**config.mk**
```make
export PLATFORM = sky130hd
export DESIGN_NAME = vcibc_top
export DESIGN_NICKNAME = d
export VERILOG_FILES = /design/src/hdl/vcibc_pkg.sv /design/src/hdl/vcibc_top.sv
export SDC_FILE = /design/constraint.sdc
export NUM_CORES = 1
export LEC_CHECK = 0
export ABC_AREA = 0
export BUFFER_PORTS_ARGS = -buffer_cell sky130_fd_sc_hd__buf_2
export CAP_MARGIN = 20
export CORE_MARGIN = 1
export CORE_UTILIZATION = 35
export DETAILED_ROUTE_END_ITERATION = 8
export HOLD_SLACK_MARGIN = 0.05
export PLACE_DENSITY_LB_ADDON = 0.12
export RECOVER_POWER = 100
export SLEW_MARGIN = 20
export SYNTH_ARGS = -nofsm -noshare
export SYNTH_HDL_FRONTEND = slang
export SYNTH_SLANG_ARGS = --single-unit
```
**constraint.sdc**
```tcl
create_clock -name clock_i -period 1.4 [get_ports clock_i]
set_input_delay 0.28 -clock clock_i [delete_from_list [all_inputs] [get_ports clock_i]]
set_output_delay 0.28 -clock clock_i [all_outputs]
set_load 0.02 [all_outputs]
```
**src/hdl/vcibc_pkg.sv**
```systemverilog
// Constants and carrier types for the virtual split-point and control block
package vcibc_pkg;
  // System-register encoding shared by both registers, op2 selects one
  localparam logic [1:0] ENC_OP0      = 2'h3;
  localparam logic [2:0] ENC_OP1      = 3'h0;
  localparam logic [3:0] ENC_CRN      = 4'hc;
  localparam logic [3:0] ENC_CRM      = 4'hc;
  localparam logic [2:0] OP2_SPLIT1   = 3'h3;
  localparam logic [2:0] OP2_CTRL     = 3'h4;
  // Exception levels and syndrome class
  localparam logic [1:0] EL_0         = 2'h0;
  localparam logic [1:0] EL_1         = 2'h1;
  localparam logic [1:0] EL_2         = 2'h2;
  localparam logic [1:0] EL_3         = 2'h3;
  localparam logic [5:0] SYND_SYSREG  = 6'h18;
  // Control register field positions
  localparam int         CTL_EXT_POS  = 19;
  localparam int         CTL_RSS_POS  = 18;
  localparam int         CTL_A3V_POS  = 15;
  localparam int         CTL_LOCAL_SYSTEM_ERROR_SUPPORT_POS = 14;
  localparam int         CTL_IDW_LSB  = 11;
  localparam int         CTL_PRIW_LSB = 8;
  localparam int         CTL_MODE_POS = 1;
  localparam int         CTL_COMMON_SPLIT_POINT_POS = 0;
  // Reset values and split limits
  localparam logic       MODE_RST     = 1'b0;
  localparam logic       COMMON_SPLIT_POINT_RST     = 1'b0;
  localparam logic [2:0] SPLIT_MAX    = 3'h7;
  localparam logic [2:0] SPLIT_STEP   = 3'h1;
  localparam logic [7:0] MASK_ALL     = 8'hff;

  typedef enum logic [1:0] {
    RES_OK    = 2'h0,
    RES_UNDEF = 2'h1,
    RES_EXT   = 2'h2,
    RES_TRAP  = 2'h3
  } vcibc_result_e;

  typedef struct packed {
    logic [1:0] op0;
    logic [2:0] op1;
    logic [3:0] crn;
    logic [3:0] crm;
    logic [2:0] op2;
  } vcibc_enc_s;

  typedef struct packed {
    logic        valid;
    logic        write;
    logic [1:0]  el;
    vcibc_enc_s  enc;
    logic [63:0] wdata;
  } vcibc_req_s;

  typedef struct packed {
    logic level1_sysreg_enable;
    logic level2_sysreg_enable;
    logic level3_sysreg_enable;
    logic el2_enabled;
    logic el3_present;
    logic trap_all_group1;
    logic trap_common;
    logic irq_route_to_hypervisor;
    logic fiq_route_to_hypervisor;
    logic irq_route_to_monitor;
    logic fiq_route_to_monitor;
    logic nonsecure_state_bit;
  } vcibc_ctx_s;

  typedef struct packed {
    logic          valid;
    vcibc_result_e result;
    logic [1:0]    trap_el;
    logic [5:0]    syndrome;
    logic [63:0]   rdata;
  } vcibc_resp_s;
endpackage

```
**src/hdl/vcibc_top.sv**
```systemverilog
// Virtual group 1 split point and virtual control register with access routing
// Summary of operation
// - Split value 1..7 moves preemption/subpriority boundary from bit 1 to bit 7
// - Writing zero to the group 1 split stores its reset value
// - Common split, nonsecure level 1: read group 0 plus one saturated, ignore writes
// - Common split, secure level 1: read group 0, writes go to group 0
// - Group 1 split resets to minimum group 0 value plus one
// - Writes below the reset value store the reset value
// - Group 1 split decoded at op0 3, op1 0, CRn 12, CRm 12, op2 3
// - Access from level 0 is an undefined instruction
// - Level 1 with its enable clear traps to level 1, class 0x18
// - Level 1, level 2 on, trap-all set: trap to level 2 after enable check
// - Level 1, level 2 on, hypervisor routing set: use the virtual register
// - Monitor routing with level 3 present traps to level 3, class 0x18
// - No trap with level 3: secure copy if state bit 0, else nonsecure copy
// - Level 2 with its enable clear traps to level 2 first
// - Bit 19 reports extended identifier range support, read-only
// - Bit 18 reports targeted software interrupt range support, read-only
// - Bit 15 reports nonzero affinity 3 support, writes ignored
// - Bit 14 reports local system error support, writes ignored
// - Bits 13:11 report identifier width code, writes ignored
// - Bits 10:8 report priority bits minus one, at least five bits
// - Bit 1 selects split completion mode, written by software
// - Bit 0 selects common split point governing both groups
`timescale 1ns/1ps
module vcibc_top #(
  parameter logic [2:0] G1_SPLIT_RST = 3'h3,
  parameter logic       EXT_RANGE    = 1'b0,
  parameter logic       TGT_RANGE    = 1'b0,
  parameter logic       AFF3_VALID   = 1'b0,
  parameter logic       SERR_SUPPORT = 1'b0,
  parameter logic [2:0] ID_WIDTH     = 3'h0,
  parameter logic [2:0] PRI_WIDTH    = 3'h4
) (
  input  wire logic                  clock_i,
  input  wire logic                  resetn_i,
  input  wire logic                  ce_i,
  input  wire vcibc_pkg::vcibc_req_s req_i,
  input  wire vcibc_pkg::vcibc_ctx_s ctx_i,
  input  wire logic [2:0]            vg0_split_i,
  output vcibc_pkg::vcibc_resp_s     resp_o,
  output logic                       vg0_wr_o,
  output logic [2:0]                 vg0_wdata_o,
  output logic                       split_completion_mode_o,
  output logic                       common_split_point_o,
  output logic [7:0]                 vg1_preempt_mask_o
);

  function automatic logic enc_hit(input vcibc_pkg::vcibc_enc_s e, input logic [2:0] op2);
    enc_hit = (e.op0 == vcibc_pkg::ENC_OP0) && (e.op1 == vcibc_pkg::ENC_OP1) &&
              (e.crn == vcibc_pkg::ENC_CRN) && (e.crm == vcibc_pkg::ENC_CRM) &&
              (e.op2 == op2);
  endfunction

  // Raise a written split value to the floor
  function automatic logic [2:0] split_floor(input logic [2:0] v);
    split_floor = (v < G1_SPLIT_RST) ? G1_SPLIT_RST : v;
  endfunction

  logic [2:0] vg1_split;
  logic [2:0] sec_split;
  logic [2:0] ns_split;
  logic       mode;
  logic       common_split_point;

  wire hit_split = enc_hit(req_i.enc, vcibc_pkg::OP2_SPLIT1);
  wire hit_ctrl  = enc_hit(req_i.enc, vcibc_pkg::OP2_CTRL);
  wire accept    = ce_i & req_i.valid & (hit_split | hit_ctrl);

  wire el0 = (req_i.el == vcibc_pkg::EL_0);
  wire el1 = (req_i.el == vcibc_pkg::EL_1);
  wire el2 = (req_i.el == vcibc_pkg::EL_2);
  wire el3 = (req_i.el == vcibc_pkg::EL_3);
  wire sre1 = ctx_i.level1_sysreg_enable;
  wire sre2 = ctx_i.level2_sysreg_enable;
  wire sre3 = ctx_i.level3_sysreg_enable;

  // Control register uses the common trap, either hypervisor routing bit and both monitor routing bits
  wire trap_bit = hit_split ? ctx_i.trap_all_group1 : ctx_i.trap_common;
  wire virt_bit = hit_split ? ctx_i.irq_route_to_hypervisor :
                  (ctx_i.irq_route_to_hypervisor | ctx_i.fiq_route_to_hypervisor);
  wire mon_bit  = hit_split ? ctx_i.irq_route_to_monitor :
                  (ctx_i.irq_route_to_monitor & ctx_i.fiq_route_to_monitor);

  // Check order: enable, then trap-all, then routing, then monitor
  wire go_el1   = el1 & sre1;
  wire trap_l1  = el1 & ~sre1;
  wire trap_l2  = (go_el1 & ctx_i.el2_enabled & trap_bit) | (el2 & ~sre2);
  wire to_virt  = go_el1 & ctx_i.el2_enabled & ~trap_bit & virt_bit;
  wire pass_up  = (go_el1 & ~(ctx_i.el2_enabled & (trap_bit | virt_bit))) | (el2 & sre2);
  wire mon_trap = ctx_i.el3_present & mon_bit;
  wire trap_l3  = (pass_up & mon_trap) | (el3 & ~sre3);
  wire to_phys  = (pass_up & ~mon_trap) | (el3 & sre3);
  wire use_sec  = ctx_i.el3_present & ~ctx_i.nonsecure_state_bit;
  wire ns_view  = ctx_i.nonsecure_state_bit;

  // Common split view of group 1: nonsecure reads group 0 plus one, saturated; secure reads group 0
  wire [2:0] g0_plus = (vg0_split_i == vcibc_pkg::SPLIT_MAX) ? vcibc_pkg::SPLIT_MAX :
                       vg0_split_i + vcibc_pkg::SPLIT_STEP;
  wire [2:0] virt_view = ~common_split_point ? vg1_split : (ns_view ? g0_plus : vg0_split_i);
  wire [2:0] phys_view = use_sec ? sec_split : ns_split;
  wire [2:0] wr_split  = split_floor(req_i.wdata[2:0]);

  wire [63:0] ctl_word =
      (64'(EXT_RANGE)    << vcibc_pkg::CTL_EXT_POS)  |
      (64'(TGT_RANGE)    << vcibc_pkg::CTL_RSS_POS)  |
      (64'(AFF3_VALID)   << vcibc_pkg::CTL_A3V_POS)  |
      (64'(SERR_SUPPORT) << vcibc_pkg::CTL_LOCAL_SYSTEM_ERROR_SUPPORT_POS) |
      (64'(ID_WIDTH)     << vcibc_pkg::CTL_IDW_LSB)  |
      (64'(PRI_WIDTH)    << vcibc_pkg::CTL_PRIW_LSB) |
      (64'(mode)         << vcibc_pkg::CTL_MODE_POS) |
      (64'(common_split_point)         << vcibc_pkg::CTL_COMMON_SPLIT_POINT_POS);

  // Physical control copies live elsewhere; the block only reports the route
  wire [63:0] rd_word = hit_ctrl ? ctl_word :
                        {61'h0, (to_virt ? virt_view : phys_view)};
  wire rd_here = ~req_i.write & (to_virt | (to_phys & hit_split));

  vcibc_pkg::vcibc_result_e next_result;
  assign next_result = el0                           ? vcibc_pkg::RES_UNDEF :
                       (trap_l1 | trap_l2 | trap_l3) ? vcibc_pkg::RES_TRAP :
                       (hit_ctrl & to_phys)          ? vcibc_pkg::RES_EXT :
                                                       vcibc_pkg::RES_OK;
  wire [1:0] next_trap_el = trap_l1 ? vcibc_pkg::EL_1 :
                            trap_l2 ? vcibc_pkg::EL_2 :
                            trap_l3 ? vcibc_pkg::EL_3 : vcibc_pkg::EL_0;
  wire is_trap = (next_result == vcibc_pkg::RES_TRAP);

  wire wr_ok     = accept & req_i.write & ~el0 & (to_virt | to_phys);
  wire wr_vg1    = wr_ok & hit_split & to_virt & ~common_split_point;
  wire wr_vg0    = wr_ok & hit_split & to_virt & common_split_point & ~ns_view;
  wire wr_sec    = wr_ok & hit_split & to_phys & use_sec;
  wire wr_ns     = wr_ok & hit_split & to_phys & ~use_sec;
  wire wr_ctl    = wr_ok & hit_ctrl & to_virt;

  // Group 1 preemption mask; with common split the group 0 value governs
  wire [3:0] g1_shift = common_split_point ? ({1'b0, vg0_split_i} + 4'h1) : {1'b0, vg1_split};
  wire [7:0] next_mask = (g1_shift > 4'h7) ? 8'h00 : (vcibc_pkg::MASK_ALL << g1_shift);

  vcibc_pkg::vcibc_resp_s next_resp;
  assign next_resp.valid    = accept;
  assign next_resp.result   = accept ? next_result : vcibc_pkg::RES_OK;
  assign next_resp.trap_el  = (accept & is_trap) ? next_trap_el : vcibc_pkg::EL_0;
  assign next_resp.syndrome = (accept & is_trap) ? vcibc_pkg::SYND_SYSREG : 6'h00;
  assign next_resp.rdata    = (accept & rd_here & ~is_trap) ? rd_word : 64'h0;

  always_ff @(posedge clock_i or negedge resetn_i) begin
    if (!resetn_i) begin
      vg1_split <= G1_SPLIT_RST;
      sec_split <= G1_SPLIT_RST;
      ns_split  <= G1_SPLIT_RST;
      mode      <= vcibc_pkg::MODE_RST;
      common_split_point      <= vcibc_pkg::COMMON_SPLIT_POINT_RST;
    end else if (ce_i) begin
      if (wr_vg1) vg1_split <= wr_split;
      if (wr_sec) sec_split <= wr_split;
      if (wr_ns)  ns_split  <= wr_split;
      if (wr_ctl) begin
        mode <= req_i.wdata[vcibc_pkg::CTL_MODE_POS];
        common_split_point <= req_i.wdata[vcibc_pkg::CTL_COMMON_SPLIT_POINT_POS];
      end
    end
  end

  always_ff @(posedge clock_i or negedge resetn_i) begin
    if (!resetn_i) begin
      resp_o             <= '0;
      vg0_wr_o           <= 1'b0;
      vg0_wdata_o        <= 3'h0;
      vg1_preempt_mask_o <= 8'h00;
    end else if (ce_i) begin
      resp_o             <= next_resp;
      vg0_wr_o           <= wr_vg0;
      vg0_wdata_o        <= wr_vg0 ? req_i.wdata[2:0] : 3'h0;
      vg1_preempt_mask_o <= next_mask;
    end
  end

  assign split_completion_mode_o = mode;
  assign common_split_point_o    = common_split_point;
endmodule // vcibc_top

```
* Word level (Yosys, flattened, before mapping)
Cells that the tools add are included.
Storage, ports and cells: bits of input ports 102, register bits after elaboration 98
Cells by class: multiplexer cells 23, bitwise logic cells 62, reduce and logical (&&, ||, !) cells 11, order comparisons 2, shift operators 1, add/subtract/negate cells 2, equality and inequality tests 10
Operator list (number):
- $and A1 B1 Y1 | 38
- $mux W11 | 2
- $mux W3 | 7
- $mux W2 | 8
- $not A1 Y1 | 12
- $or A1 B1 Y1 | 11
- $or A11 B1 Y11 | 1
- $eq A2 B2 Y1 const B | 4
- $eq A4 B4 Y1 const B | 2
- $mux W8 | 1
- $reduce_and A2 Y1 | 4
- $shl A8 B4 Y8 const A | 1
- $eq A3 B3 Y1 const B | 2
- $logic_and A1 B1 Y1 | 5
- $mux W5 | 1
- $add A3 B1 Y4 const B | 1
- $gt A4 B3 Y1 const B | 1
- $mux W4 | 1
- $add A3 B1 Y3 const B | 1
- $eq A3 B2 Y1 const B | 1
- $logic_not A3 Y1 | 1
- $lt A3 B2 Y1 const B | 1
- $mux W1 | 3
- $eq A2 B1 Y1 const B | 1
- $logic_not A2 Y1 | 1

* Depth between registers and ports, before layout
Gate-level depths: netlist of run 1.
word-level depth 21, gate-level depth with buffers 8, gate-level depth less buffers 7

* Worst setup path before layout of run 1
Ideal clock, no wire load.
path type input-to-reg, start input req_i[80] (netlist bit), end register sec_split[2], cell stages on the path 8, data arrival time 1.910 ns, setup time 0.128 ns, buffers on the path 1, slack -0.637 ns, path through buf_2 -> nand4bb_1 -> a211oi_2 -> a21oi_1 -> a22oi_2 -> nand4_2 -> nor3b_4 -> mux2_1
Between the ends: cells in the longest elaborated chain, start to end 12, elaborated cells on any way between the ends 22
RTL lines:
- start: declaration | line vcibc_top.sv:38 | input wire vcibc_pkg::vcibc_req_s req_i,
- $eq A2 B1 Y1 | line vcibc_top.sv:71 | wire el1 = (req_i.el == vcibc_pkg::EL_1);
- $and A1 B1 Y1 | line vcibc_top.sv:86 | wire go_el1 = el1 & sre1;
- $and A1 B1 Y1 | line vcibc_top.sv:90 | wire pass_up = (go_el1 & ~(ctx_i.el2_enabled & (trap_bit | virt_bit))) | (el2 & sre2);
- $or A1 B1 Y1 | line vcibc_top.sv:90
- $and A1 B1 Y1 | line vcibc_top.sv:93 | wire to_phys = (pass_up & ~mon_trap) | (el3 & sre3);
- $or A1 B1 Y1 | line vcibc_top.sv:93
- $or A1 B1 Y1 | line vcibc_top.sv:129 | wire wr_ok = accept & req_i.write & ~el0 & (to_virt | to_phys);
- $and A1 B1 Y1 | line vcibc_top.sv:129
- $and A1 B1 Y1 | line vcibc_top.sv:132 | wire wr_sec = wr_ok & hit_split & to_phys & use_sec;
- $and A1 B1 Y1 (*) (2 in series) | line vcibc_top.sv:132
- $reduce_and A2 Y1 (no source line) (*)
- end signal: assignment | line vcibc_top.sv:156 | if (wr_sec) sec_split <= wr_split;
- end: declaration | line vcibc_top.sv:61 | logic [2:0] sec_split;
Every way passes the cells marked *; elsewhere a longest branch is shown, timed or not. A chain may end at the register's enable or synchronous reset.

* Worst setup path after layout of run 1
start input req_i[81] (netlist bit), end register ns_split[2]
Between the ends: cells in the longest elaborated chain, start to end 12, elaborated cells on any way between the ends 22
RTL lines:
- $eq A2 B1 Y1 | line vcibc_top.sv:71
- $and A1 B1 Y1 | line vcibc_top.sv:86
- $and A1 B1 Y1 | line vcibc_top.sv:90
- $or A1 B1 Y1 | line vcibc_top.sv:90
- $and A1 B1 Y1 | line vcibc_top.sv:93
- $or A1 B1 Y1 | line vcibc_top.sv:93
- $or A1 B1 Y1 | line vcibc_top.sv:129
- $and A1 B1 Y1 | line vcibc_top.sv:129
- $and A1 B1 Y1 | line vcibc_top.sv:133 | wire wr_ns = wr_ok & hit_split & to_phys & ~use_sec;
- $and A1 B1 Y1 (*) (2 in series) | line vcibc_top.sv:133
- $reduce_and A2 Y1 (no source line) (*)
- end signal: assignment | line vcibc_top.sv:157 | if (wr_ns) ns_split <= wr_split;
- end: declaration | line vcibc_top.sv:62 | logic [2:0] ns_split;
Marked as above.

==> results of run 1 <==
path summary, 6_finish.rpt:
path | cells past startpoint | slack (ns) | startpoint | to
max | 10 | -0.52 | req_i[81] | ns_split[2]$_DFFE_PN0P_
min in group asynchronous | 2 | 0.45 | resetn_i | resp_o[1]$_DFFE_PN0P_
max reg2reg | 7 | -0.16 | common_split_point_o$_DFFE_PN0P_ | resp_o[1]$_DFFE_PN0P_
min | 2 | 0.25 | req_i[1] | vg0_wdata_o[1]$_DFFE_PN0P_
min reg2reg | 1 | 0.48 | vg1_preempt_mask_o[6]$_DFFE_PN0P_ | vg1_preempt_mask_o[6]$_DFFE_PN0P_
max in group asynchronous | 3 | 0.22 | resetn_i | vg1_preempt_mask_o[2]$_DFFE_PN0P_
state kept, by name, indices dropped and copies added (netlist names):
signal                   count
vg1_split                    3
resp_o                      10
vg0_wr_o                     1
ns_split                     3
vg1_preempt_mask_o           8
common_split_point_o         1
sec_split                    3
split_completion_mode_o      1
vg0_wdata_o                  3
report_power, final:
part	total, mW	switching, mW	internal, mW	leakage (nW)
Sequential	0.977	0.00788	0.969	0.410
Clock	0.729	0.328	0.401	0.0455
Combinational	0.524	0.347	0.177	1.25
worst reg2reg max path: cells and delay by family (launching register included):
kind	cells	cell delay, ns
compound gates	3	0.27
buf+inv	3	0.39
flops	1	0.44
simple gates	1	0.33
cell usage in the layout (no fill, tap or decap), types with 4 or more instances in the layout:
cell type | synthesis | layout
buf_6 | 1 | 10
a22o_1 | 4 | 4
nand3_1 | 6 | 5
o2bb2ai_2 | 0 | 5
clkbuf_1 | 3 | 28
clkbuf_8 | 0 | 6
mux2_4 | 0 | 8
conb_1 | 1 | 64
dfstp_2 | 6 | 6
buf_2 | 1 | 37
nand2_1 | 9 | 8
o21ai_0 | 7 | 5
buf_4 | 65 | 59
dfrtp_1 | 27 | 26
inv_1 | 9 | 9
a21o_1 | 4 | 4
nor2_1 | 9 | 7
metrics by stage:
stage	hold slack (ns)	total power, mW	worst slack (ns)	setup TNS (ns)
final	0.251	2.23	-0.516	-10.74
after global routing	0.253	2.34	-0.584	-13.12
after CTS	0.250	2.23	-0.481	-9.63
after detailed placement	0.221	1.48	-0.819	-18.53
after global placement	0.220	1.48	-0.773	-17.96
after floorplan	-0.0156	1.41	-0.629	-10.19
cells in the mapped netlist, types with 2 or more instances:
library cell  count
buf_4            65
dfrtp_1          27
inv_1             9
nand2_1           9
nor2_1            9
mux2_2            8
o2bb2ai_1         8
o21ai_0           7
dfstp_2           6
nand3_1           6
a21oi_1           5
nor2b_1           5
nor3b_1           5
a21o_1            4
a22o_1            4
mux2i_1           4
nor3_1            4
clkbuf_1          3
ha_1              3
mux2_1            3
nand3b_1          3
nand4_1           3
a211oi_1          2
nand2b_1          2
nand4_2           2
nand4bb_1         2
nor2_4            2
o211ai_1          2
o32ai_1           2
logic make-up after synthesis:
group / count (synthesis)
simple gates: 67
flops: 33
fa+ha+maj: 3
compound gates: 45
mux: 16
other cells: 1
buf+inv: 80
repair_timing:
action	in CTS	in global routing
endpoints found under the hold margin	12	0
hold buffers	1	0
pin swaps	7	11
endpoints found under the setup margin	25	29
gates cloned	0	0
gates resized for setup	18	36
setup buffers	5	14
layout make-up:
class	count	area (µm²)	share of cell area
well taps	77	96.3	0.0277
flip-flops and latches	33	835	0.240
inverters	10	37.5	0.0108
repair buffers	137	883	0.254
clock buffers	8	90.1	0.0259
multi-input cells	195	1540	0.442
metal layers:
| layer | wire length (µm) | up-vias | track usage |
|---|---|---|---|
| met5 | 0 | - | 0 |
| met4 | 15 | 0 | 0.0277 |
| met3 | 320 | 2 | 0.0311 |
| met2 | 2850 | 97 | 0.244 |
| met1 | 2830 | 991 | 0.236 |
| li1 | - | 1021 | - |
==> results by group, run 1 <==
Synthesis
  • Combinational family with the most area after synthesis: buffers and inverters
  • Synth Area in XOR/XNOR: 0
  • Mux cell area share after synthesis: 0.0739
  • Synth cell types: 60
  • Yosys top cell area share: 0.281
  • Post-synthesis simple-gate area fraction: 0.189
  • Yosys warning total: 0
  • Post-synth EDFFs: 0
  • Avg Inst Size Synth: 9.82 µm²
  • Flops & latches, synth: 33
  • FFs w/ async S/R, synth: 1.00
  • Synthesized area: 2400 µm²
  • Adder-cell area share of the yosys netlist: 0.0156
  • Synth area leader: dfrtp_1
  • Synth Flop Type: dfrtp_1
  • Syn Inst Count: 245
  • Synth top area cells: dfrtp_1, buf_4, dfstp_2
  • Post-synthesis sequential area ratio: 0.347
  • Compound-Gate Fraction of Synth Area: 0.143

STA
  • Slew Viols, Final: 0
  • Fmax: 0.522 GHz
  • Setup ws final: -0.516 ns
  • Rel. slew slack: 0.645
  • Crit path time final: 1.92 ns
  • Clock Skews: 0.0132 ns
  • Worst-Margin Slew: 0.532 ns
  • Unrepaired setup endpoints after global routing: true
  • Final Cycle Share: 1.37
  • Fin. Hold Viols: 0
  • Setup violations, final: 25

Final layout
  • Synthesis-to-finish area growth: 44.7%
  • Post-Layout Inst Area: 3480 µm²
  • Nets: 487
  • Final Util: 0.536
  • Antenna Cells: 0
  • Share of layout cells above drive strength 1: 0.473
  • # fillers: 614
  • Final Instance Count excl. Fillers: 460

Critical path
  • CP top delay family: compound AO/OA/AOI/OAI gates
  • CP max stage cell: mux2_4
  • Worst Path Arrival: 2.07 ns
  • Crit path top cell by count: buf_4
  • Peak fanout along the critical path: 5
  • Crit. End Element: flip-flop
  • Worst path cell trace: buf_2 > buf_4 > nand3b_1 > o211ai_1 > a21oi_2 > a22oi_2 > nand4_4 > buf_4 > nor2_4 > mux2_4
  • Startpoint Class: input port
  • CP max stage delay: 0.31 ns
  • Crit path kind: input port to flip-flop
  • WP data required: 1.56 ns
  • Number of buffer and inverter stages on the critical path: 3

Routing
  • Vias per cell: 4.59
  • Antenna Nets Post-Route: 0
  • Final wirelength: 6020 µm
  • DRT Pass-1 Iters: 6
  • # DRC: 14
  • Vias: 2,111
  • Initial drt markers: 122
  • Avg WL per Cell: 13.1 µm

Place
  • Routability Congestion: 0.780
  • DP HPWL: 4470 µm
  • PortBufs: 65
  • Placed Cells: 434
  • Cell Area, Placed: 3030 µm²

GRT
  • Grt ovf: 0
  • Initial antenna violation count: 0
  • Largest net degree at the start of global routing: 17
  • Number of global-route vias before repair: 1,845
  • GRT Total Usage: 0.159
  • First-pass GRT wire length: 9030 µm

CTS
  • Cts bufs inserted: 5
  • Clock-pin slew on the worst setup and hold paths: 0.06 ns
  • H-tree Lvls: 2
  • Clock sink count: 33
  • Clock tree buffer depth: 2
  • Clock Root Buffer: clkbuf_8
  • CTS tree: done
  • Clock latency on the worst-skew pair: 0.28 ns

Power
  • Max VDD drop: 434 µV
  • Leakage: 1.71 nW
  • Power Density: 641 nW/µm²

Floorplan
  • Placeable Area: 6490 µm²
  • Die H: 84.9 µm
  • Die X-Extent: 84.9 µm
  • # rows: 29
  • I/O pin count: 191
  • Total die area: 7210 µm²
  • Starting Density: 0.370

Run status
  • Violations in the final reports: DRC, setup timing
  • Status: complete, but fails checks

Worst hold path
  • Hold Path Class: input port to flip-flop

Run
  • Max Cap Violations: 0
(Power assumes the default switching activity.)
==> run 2: changes to the inputs <==
==> constraint.sdc (replaced) <==
create_clock -name clock_i -period 2.4 [get_ports clock_i]
set_input_delay 0.48 -clock clock_i [delete_from_list [all_inputs] [get_ports clock_i]]
set_output_delay 0.48 -clock clock_i [all_outputs]
set_load 0.02 [all_outputs]
==> run 2 against run 1 <==
The flow finishes with violations (DRC, capacitance limit, slew limit); die area unchanged; sequential power decreased by 42%; critical path depth decreased by 2; non-clock buffer count decreased by 56; final cell count decreased by 12%; core utilization decreased by 12 points; final area decreased by 23%; global-route usage decreased by 1.3 points; routed wire length decreased by 14%; hold slack improved by 0.19 ns; clock power decreased by 45%; critical path type unchanged; critical endpoint is now sec_split[2]$_DFFE_PN0P_; highest routed layer unchanged.
==> results by group, run 2 (synthesis gave the netlist of run 1 again) <==
Run status
  • Status: complete, but fails checks (unchanged)
  • Violations in the final reports: DRC, capacitance limit, slew limit (was DRC, setup timing)

STA
  • Fin. Hold Viols: 0 (unchanged)
  • Unrepaired setup endpoints after global routing: false (was true)
  • Worst-Margin Slew: 1.74 ns (was 0.532 ns)
  • Crit path time final: 2.19 ns
  • Slew Viols, Final: 34 (was 0)
  • Clock Skews: 0.00481 ns (was 0.0132 ns)
  • Setup total negative slack: 0 ns (was -10.74 ns)
  • Rel. slew slack: -0.163 (was 0.645)
  • Setup violations, final: 0 (was 25)
  • Hold WS: 0.446 ns (was 0.251 ns)
  • Fmax: 0.457 GHz
  • Final Cycle Share: 0.912

Final layout
  • Nets: 431 (was 487)
  • Synthesis-to-finish area growth: 11.7% (was 44.7%)
  • Max reg flops: 10 (unchanged)
  • Commonest non-fill, non-tap cells in the layout: conb_1, buf_2, clkbuf_1, dfrtp_1, buf_4 (was conb_1, buf_4, buf_2, clkbuf_1, dfrtp_1)
  • Top reg by flops: resp_o (unchanged)
  • Final Util: 0.414 (was 0.536)
  • Antenna Cells: 0 (unchanged)
  • Largest regs: resp_o (10), vg1_preempt_mask_o (8) (unchanged)
  • Share of layout cells above drive strength 1: 0.269 (was 0.473)
  • Commonest non-fill, non-tap cell in the layout: conb_1 (unchanged)

CTS
  • Clock sink count: 33 (unchanged)
  • CTS tree: done (unchanged)
  • Cts hold-fix bufs: 0 (was 1)
  • Total setup buffers inserted after CTS: 0 (was 5)
  • H-tree Lvls: 2 (unchanged)
  • Cts bufs inserted: 5 (unchanged)
  • Clock-pin slew on the worst setup and hold paths: 0.07 ns (was 0.06 ns)
  • Clock latency on the worst-skew pair: 0.28 ns (about the same)
  • Clock tree buffer depth: 2 (unchanged)
  • # resized after CTS: 0 (was 18)
  • Clock Root Buffer: clkbuf_8 (unchanged)

GRT
  • First-pass GRT wire length: 8220 µm (was 9030 µm)
  • Number of global-route vias before repair: 1,666 (was 1,845)
  • Met1 Resource Use GR: 0.207 (was 0.236)
  • Grt ovf: 0 (unchanged)
  • Initial antenna violation count: 0 (unchanged)
  • GR Util met2: 0.231 (was 0.244)
  • GRT Max-Usage Layer: met2 (unchanged)
  • Largest net degree at the start of global routing: 34 (was 17)
  • GRT Total Usage: 0.146 (was 0.159)
  • Met3 Use GR: 0.0350 (was 0.0311)

Critical path
  • Setup crit start: req_i[68] (was req_i[81])
  • Worst path cell trace: buf_2 > nor3b_1 > nand4_2 > or2_0 > nor2_4 > nand4_1 > nor3b_2 > mux2_1 (was buf_2 > buf_4 > nand3b_1 > o211ai_1 > a21oi_2 > a22oi_2 > nand4_4 > buf_4 > nor2_4 > mux2_4)
  • CP max stage delay: 0.35 ns (was 0.31 ns)
  • Crit. End Element: flip-flop (unchanged)
  • Startpoint Class: input port (unchanged)
  • R2R Setup Slk: 0.67 ns (was -0.16 ns)
  • R2r worst-path depth: 5 (was 7)
  • Crit path kind: input port to flip-flop (unchanged)
  • Worst R2R End: vg1_preempt_mask_o[0]$_DFFE_PN0P_ (was resp_o[1]$_DFFE_PN0P_)
  • WP data required: 2.56 ns (was 1.56 ns)
  • Critical Path End: sec_split[2]$_DFFE_PN0P_ (was ns_split[2]$_DFFE_PN0P_)
  • Worst Path Arrival: 2.35 ns (was 2.07 ns)
  • R2r startpoint: common_split_point_o$_DFFE_PN0P_ (unchanged)
  • CP max stage cell: mux2_1 (was mux2_4)
  • Peak fanout along the critical path: 4 (was 5)

Floorplan
  • Die H: 84.9 µm (unchanged)
  • Total die area: 7210 µm² (unchanged)
  • Placeable Area: 6490 µm² (unchanged)
  • Starting Density: 0.370 (unchanged)
  • Die X-Extent: 84.9 µm (unchanged)
  • # rows: 29 (unchanged)
  • I/O pin count: 191 (unchanged)

Routing
  • # DRC: 14 (unchanged)
  • Vias: 1,853 (was 2,111)
  • Vias per cell: 4.59 (about the same)
  • Final wirelength: 5170 µm (was 6020 µm)
  • DRT Pass-1 Iters: 8 (was 6)
  • Avg WL per Cell: 12.8 µm (was 13.1 µm)
  • Initial drt markers: 95 (was 122)
  • Antenna Nets Post-Route: 0 (unchanged)

Power
  • Power Density: 449 nW/µm² (was 641 nW/µm²)
  • Max VDD drop: 283 µV (was 434 µV)
  • Final Total Pwr: 1.21 mW (was 2.23 mW)
  • Leakage: 1.30 nW (was 1.71 nW)

Run
  • Max Cap Violations: 1 (was 0)

Place
  • PortBufs: 65 (unchanged)
  • DP HPWL: 4130 µm (was 4470 µm)
  • Routability Congestion: 0.772 (was 0.780)

Worst hold path
  • Hold Path Class: input port to flip-flop (unchanged)
## run 2: changes by cell type in the layout (fill, tap and decap cells not counted), sizes merged
cell,change
dlygate4sd3,-1
clkinv,+2
buf,-57
## run 2: worst max-delay path, delay by kind of cell
family	cells	cell delay [ns]
AND/OR/NAND/NOR	6	1.41
multiplexers	1	0.35
buffers and inverters	1	0.10
## run 2: per-layer routing
metal  up-vias  wire (µm)
li1        906          -
met1       856       2470
met2        87       2350
met3         4        317
met4         0         26
met5         -          0
## run 2: through the flow
stage	setup WS [ns]	std cells	cell area, µm²
after floorplan	0.163	308	2640
after global placement	-0.122	396	2670
after detailed placement	-0.115	396	2670
after CTS	0.190	404	2750
after global routing	0.0584	404	2690
final	0.212	404	2690
## run 2: power by group
part / internal [mW] / switching [mW]
clock network: 0.201 / 0.199
registers: 0.565 / 0.00461
logic: 0.0605 / 0.178
## run 2: worst min path at each step
stage / startpoint / end / slack [ns] / cells past startpoint
floorplan: resetn_i / common_split_point_o$_DFFE_PN0P_ / 0.18 / 0
global placement: resp_o[72]$_DFFE_PN0P_ / resp_o[72]$_DFFE_PN0P_ / 0.47 / 1
detailed placement: resp_o[72]$_DFFE_PN0P_ / resp_o[72]$_DFFE_PN0P_ / 0.47 / 1
CTS: resetn_i / vg0_wr_o$_DFFE_PN0P_ / 0.28 / 1
global route: req_i[1] / split_completion_mode_o$_DFFE_PN0P_ / 0.46 / 2
finish: req_i[1] / vg0_wdata_o[1]$_DFFE_PN0P_ / 0.45 / 2
## run 2: final cells by class
| class | instances | area (µm²) |
|---|---|---|
| clock buffers | 6 | 72.6 |
| well taps | 77 | 96.3 |
| repair buffers | 81 | 404 |
| flip-flops and latches | 33 | 833 |
| fillers | 689 | 3810 |
| inverters | 10 | 37.5 |
| multi-input cells | 195 | 1230 |
| clock inverters | 2 | 10.0 |
==> run 3: changes to the inputs <==
--- a/config.mk
+++ b/config.mk
@@ -12,7 +12,7 @@
 export CORE_UTILIZATION = 35
 export DETAILED_ROUTE_END_ITERATION = 8
 export HOLD_SLACK_MARGIN = 0.05
-export PLACE_DENSITY_LB_ADDON = 0.12
+export PLACE_DENSITY = 0.73
 export RECOVER_POWER = 100
 export SLEW_MARGIN = 20
 export SYNTH_ARGS = -nofsm -noshare
==> run 3 against run 2 <==
The flow still finishes with violations (DRC, capacitance limit, slew limit); critical path type unchanged; hold slack gained 0.014 ns; flip-flop and latch count is the same; critical path depth is the same; largest cell class unchanged; total power grew 5.2%; critical endpoint unchanged; clock power grew 15%.
==> results by group, run 3 (synthesis gave the netlist of run 1 again) <==
Place
  • Cell Area, Placed: 2670 µm² (unchanged)
  • Pre-CTS setup slack: -0.103 ns (was -0.115 ns)
  • DP HPWL: 4090 µm (was 4130 µm)
  • PortBufs: 65 (unchanged)
  • Routability Congestion: 0.822 (was 0.772)

STA
  • Unrepaired setup endpoints after global routing: false (unchanged)
  • Fmax: 0.438 GHz (was 0.457 GHz)
  • Slew Viols, Final: 34 (unchanged)
  • Clock Skews: 0.00618 ns (was 0.00481 ns)
  • Setup total negative slack: 0 ns (unchanged)
  • Setup violations, final: 0 (unchanged)
  • Worst-Margin Slew: 1.72 ns (was 1.74 ns)
  • Fin. Hold Viols: 0 (unchanged)
  • Setup ws final: 0.119 ns (was 0.212 ns)
  • Rel. slew slack: -0.147 (was -0.163)
  • Crit path time final: 2.28 ns (was 2.19 ns)
  • Final Cycle Share: 0.950 (was 0.912)

Power
  • Comb power frac: 0.191 (was 0.197)
  • Clk pwr share: 0.361 (was 0.331)
  • Sequential power share: 0.448 (was 0.472)
  • Switching power: 384 µW (was 381 µW)
  • Net Sw Frac: 0.302 (was 0.316)
  • Internal: 887 µW (was 826 µW)
  • Final Total Pwr: 1.27 mW (was 1.21 mW)
  • Leakage: 1.31 nW (was 1.30 nW)
  • Max VDD drop: 383 µV (was 283 µV)
  • Power Density: 468 nW/µm² (was 449 nW/µm²)

Critical path
  • Startpoint Class: input port (unchanged)
  • WP data required: 2.57 ns (was 2.56 ns)
  • Crit path kind: input port to flip-flop (unchanged)
  • CP max stage delay: 0.36 ns (was 0.35 ns)
  • Crit. End Element: flip-flop (unchanged)
  • Peak fanout along the critical path: 4 (unchanged)
  • Worst Path Arrival: 2.45 ns (was 2.35 ns)
  • Worst path cell trace: clkbuf_1 > nor4_4 > nand4_1 > or2_4 > nor2_4 > nand4_2 > nor3b_2 > mux2_1 (was buf_2 > nor3b_1 > nand4_2 > or2_0 > nor2_4 > nand4_1 > nor3b_2 > mux2_1)
  • CP max stage cell: mux2_1 (unchanged)
  • R2R Setup Slk: 0.66 ns (was 0.67 ns)

CTS
  • Total setup buffers inserted after CTS: 0 (unchanged)
  • Clock latency on the worst-skew pair: 0.29 ns (was 0.28 ns)
  • Clock tree buffer depth: 2 (unchanged)
  • Cts bufs inserted: 5 (unchanged)
  • H-tree Lvls: 2 (unchanged)
  • CTS tree: done (unchanged)
  • Clock sink count: 33 (unchanged)
  • Clock Root Buffer: clkbuf_8 (unchanged)
  • Cts hold-fix bufs: 0 (unchanged)
  • # resized after CTS: 0 (unchanged)
  • Clock-pin slew on the worst setup and hold paths: 0.07 ns (about the same)

GRT
  • Number of global-route vias before repair: 1,676 (was 1,666)
  • First-pass GRT wire length: 8100 µm (was 8220 µm)
  • Initial antenna violation count: 0 (unchanged)
  • GRT Total Usage: 0.144 (was 0.146)
  • Grt ovf: 0 (unchanged)
  • Largest net degree at the start of global routing: 34 (unchanged)

Floorplan
  • # rows: 29 (unchanged)
  • Total die area: 7210 µm² (unchanged)
  • Die X-Extent: 84.9 µm (unchanged)
  • Die H: 84.9 µm (unchanged)
  • Placeable Area: 6490 µm² (unchanged)
  • Starting Density: 0.370 (unchanged)
  • I/O pin count: 191 (unchanged)

Final layout
  • Top reg by flops: resp_o (unchanged)
  • Commonest non-fill, non-tap cells in the layout: conb_1, buf_2, clkbuf_1, dfrtp_1, buf_4 (unchanged)
  • Max reg flops: 10 (unchanged)
  • Largest regs: resp_o (10), vg1_preempt_mask_o (8) (unchanged)
  • Antenna Cells: 0 (unchanged)
  • Synthesis-to-finish area growth: 13.0% (was 11.7%)
  • Post-Layout Inst Area: 2720 µm² (was 2690 µm²)
  • Share of layout cells above drive strength 1: 0.278 (was 0.269)
  • Commonest non-fill, non-tap cell in the layout: conb_1 (unchanged)
  • # fillers: 674 (was 689)
  • Nets: 431 (unchanged)

Routing
  • Final wirelength: 5110 µm (was 5170 µm)
  • Vias per cell: 4.66 (was 4.59)
  • Initial drt markers: 61 (was 95)
  • Antenna Nets Post-Route: 0 (unchanged)
  • Avg WL per Cell: 12.6 µm (was 12.8 µm)
  • Vias: 1,884 (was 1,853)
  • DRT Pass-1 Iters: 6 (was 8)
  • # DRC: 13 (was 14)

Worst hold path
  • Hold Path Class: input port to flip-flop (unchanged)

Run status
  • Status: complete, but fails checks (unchanged)
  • Violations in the final reports: DRC, capacitance limit, slew limit (unchanged)

Run
  • Max Cap Violations: 1 (unchanged)
==> run 3: cell types whose count changed in the layout (fill, tap and decap cells not counted), sizes merged <==
cell / change
clkinv: -1
clkbuf: +1
==> run 3: cell type report <==
type	count	area, µm²	share of cell area
Multi-Input combinational cell	195	1240	0.457
Clock buffer	7	96.3	0.0355
Tap cell	77	96.3	0.0355
Timing Repair Buffer	81	407	0.150
Clock inverter	1	5.00	0.00184
Sequential cell	33	833	0.307
Inverter	10	37.5	0.0138
==> run 3: per-stage QoR <==
step	utilization	hold WS (ns)	std cells
2_1_floorplan	-	0.184	308
6_report	0.418	0.460	404
4_1_cts	0.426	0.258	404
5_1_grt	0.418	0.443	404
3_3_place_gp	0.411	0.460	396
3_5_place_dp	0.411	0.468	396
==> run 3: worst paths after layout <==
path	depth (start not counted)	end	start
worst max register to register	5	vg1_preempt_mask_o[0]$_DFFE_PN0P_	common_split_point_o$_DFFE_PN0P_
worst min-delay path	2	vg0_wdata_o[1]$_DFFE_PN0P_	req_i[1]
worst max-delay path	8	sec_split[2]$_DFFE_PN0P_	req_i[76]
max in group asynchronous	1	vg1_preempt_mask_o[2]$_DFFE_PN0P_	resetn_i
worst min register to register	1	vg0_wr_o$_DFFE_PN0P_	vg0_wr_o$_DFFE_PN0P_
min in group asynchronous	1	vg0_wdata_o[2]$_DFFE_PN0P_	resetn_i
==> run 3: critical path: cells and delay by family <==
kind          cells  cell delay [ns]
simple gates      6             1.51
mux               1             0.36
buf+inv           1             0.10
==> run 3: routing by layer <==
layer | routed length [µm] | vias to the layer above | GRT usage
li1 | - | 907 | -
met1 | 2330 | 887 | 0.181
met2 | 2440 | 87 | 0.242
met3 | 309 | 3 | 0.0399
met4 | 32 | 0 | 0.0416
met5 | 0 | - | 0
==> run 3: power by group through the flow <==
stage	clock network, mW	logic [mW]	registers [mW]
2_1_floorplan	0	0.227	0.590
3_3_place_gp	0	0.242	0.579
3_5_place_dp	0	0.244	0.579
4_1_cts	0.472	0.245	0.569
5_1_grt	0.502	0.265	0.570
6_report	0.459	0.242	0.570
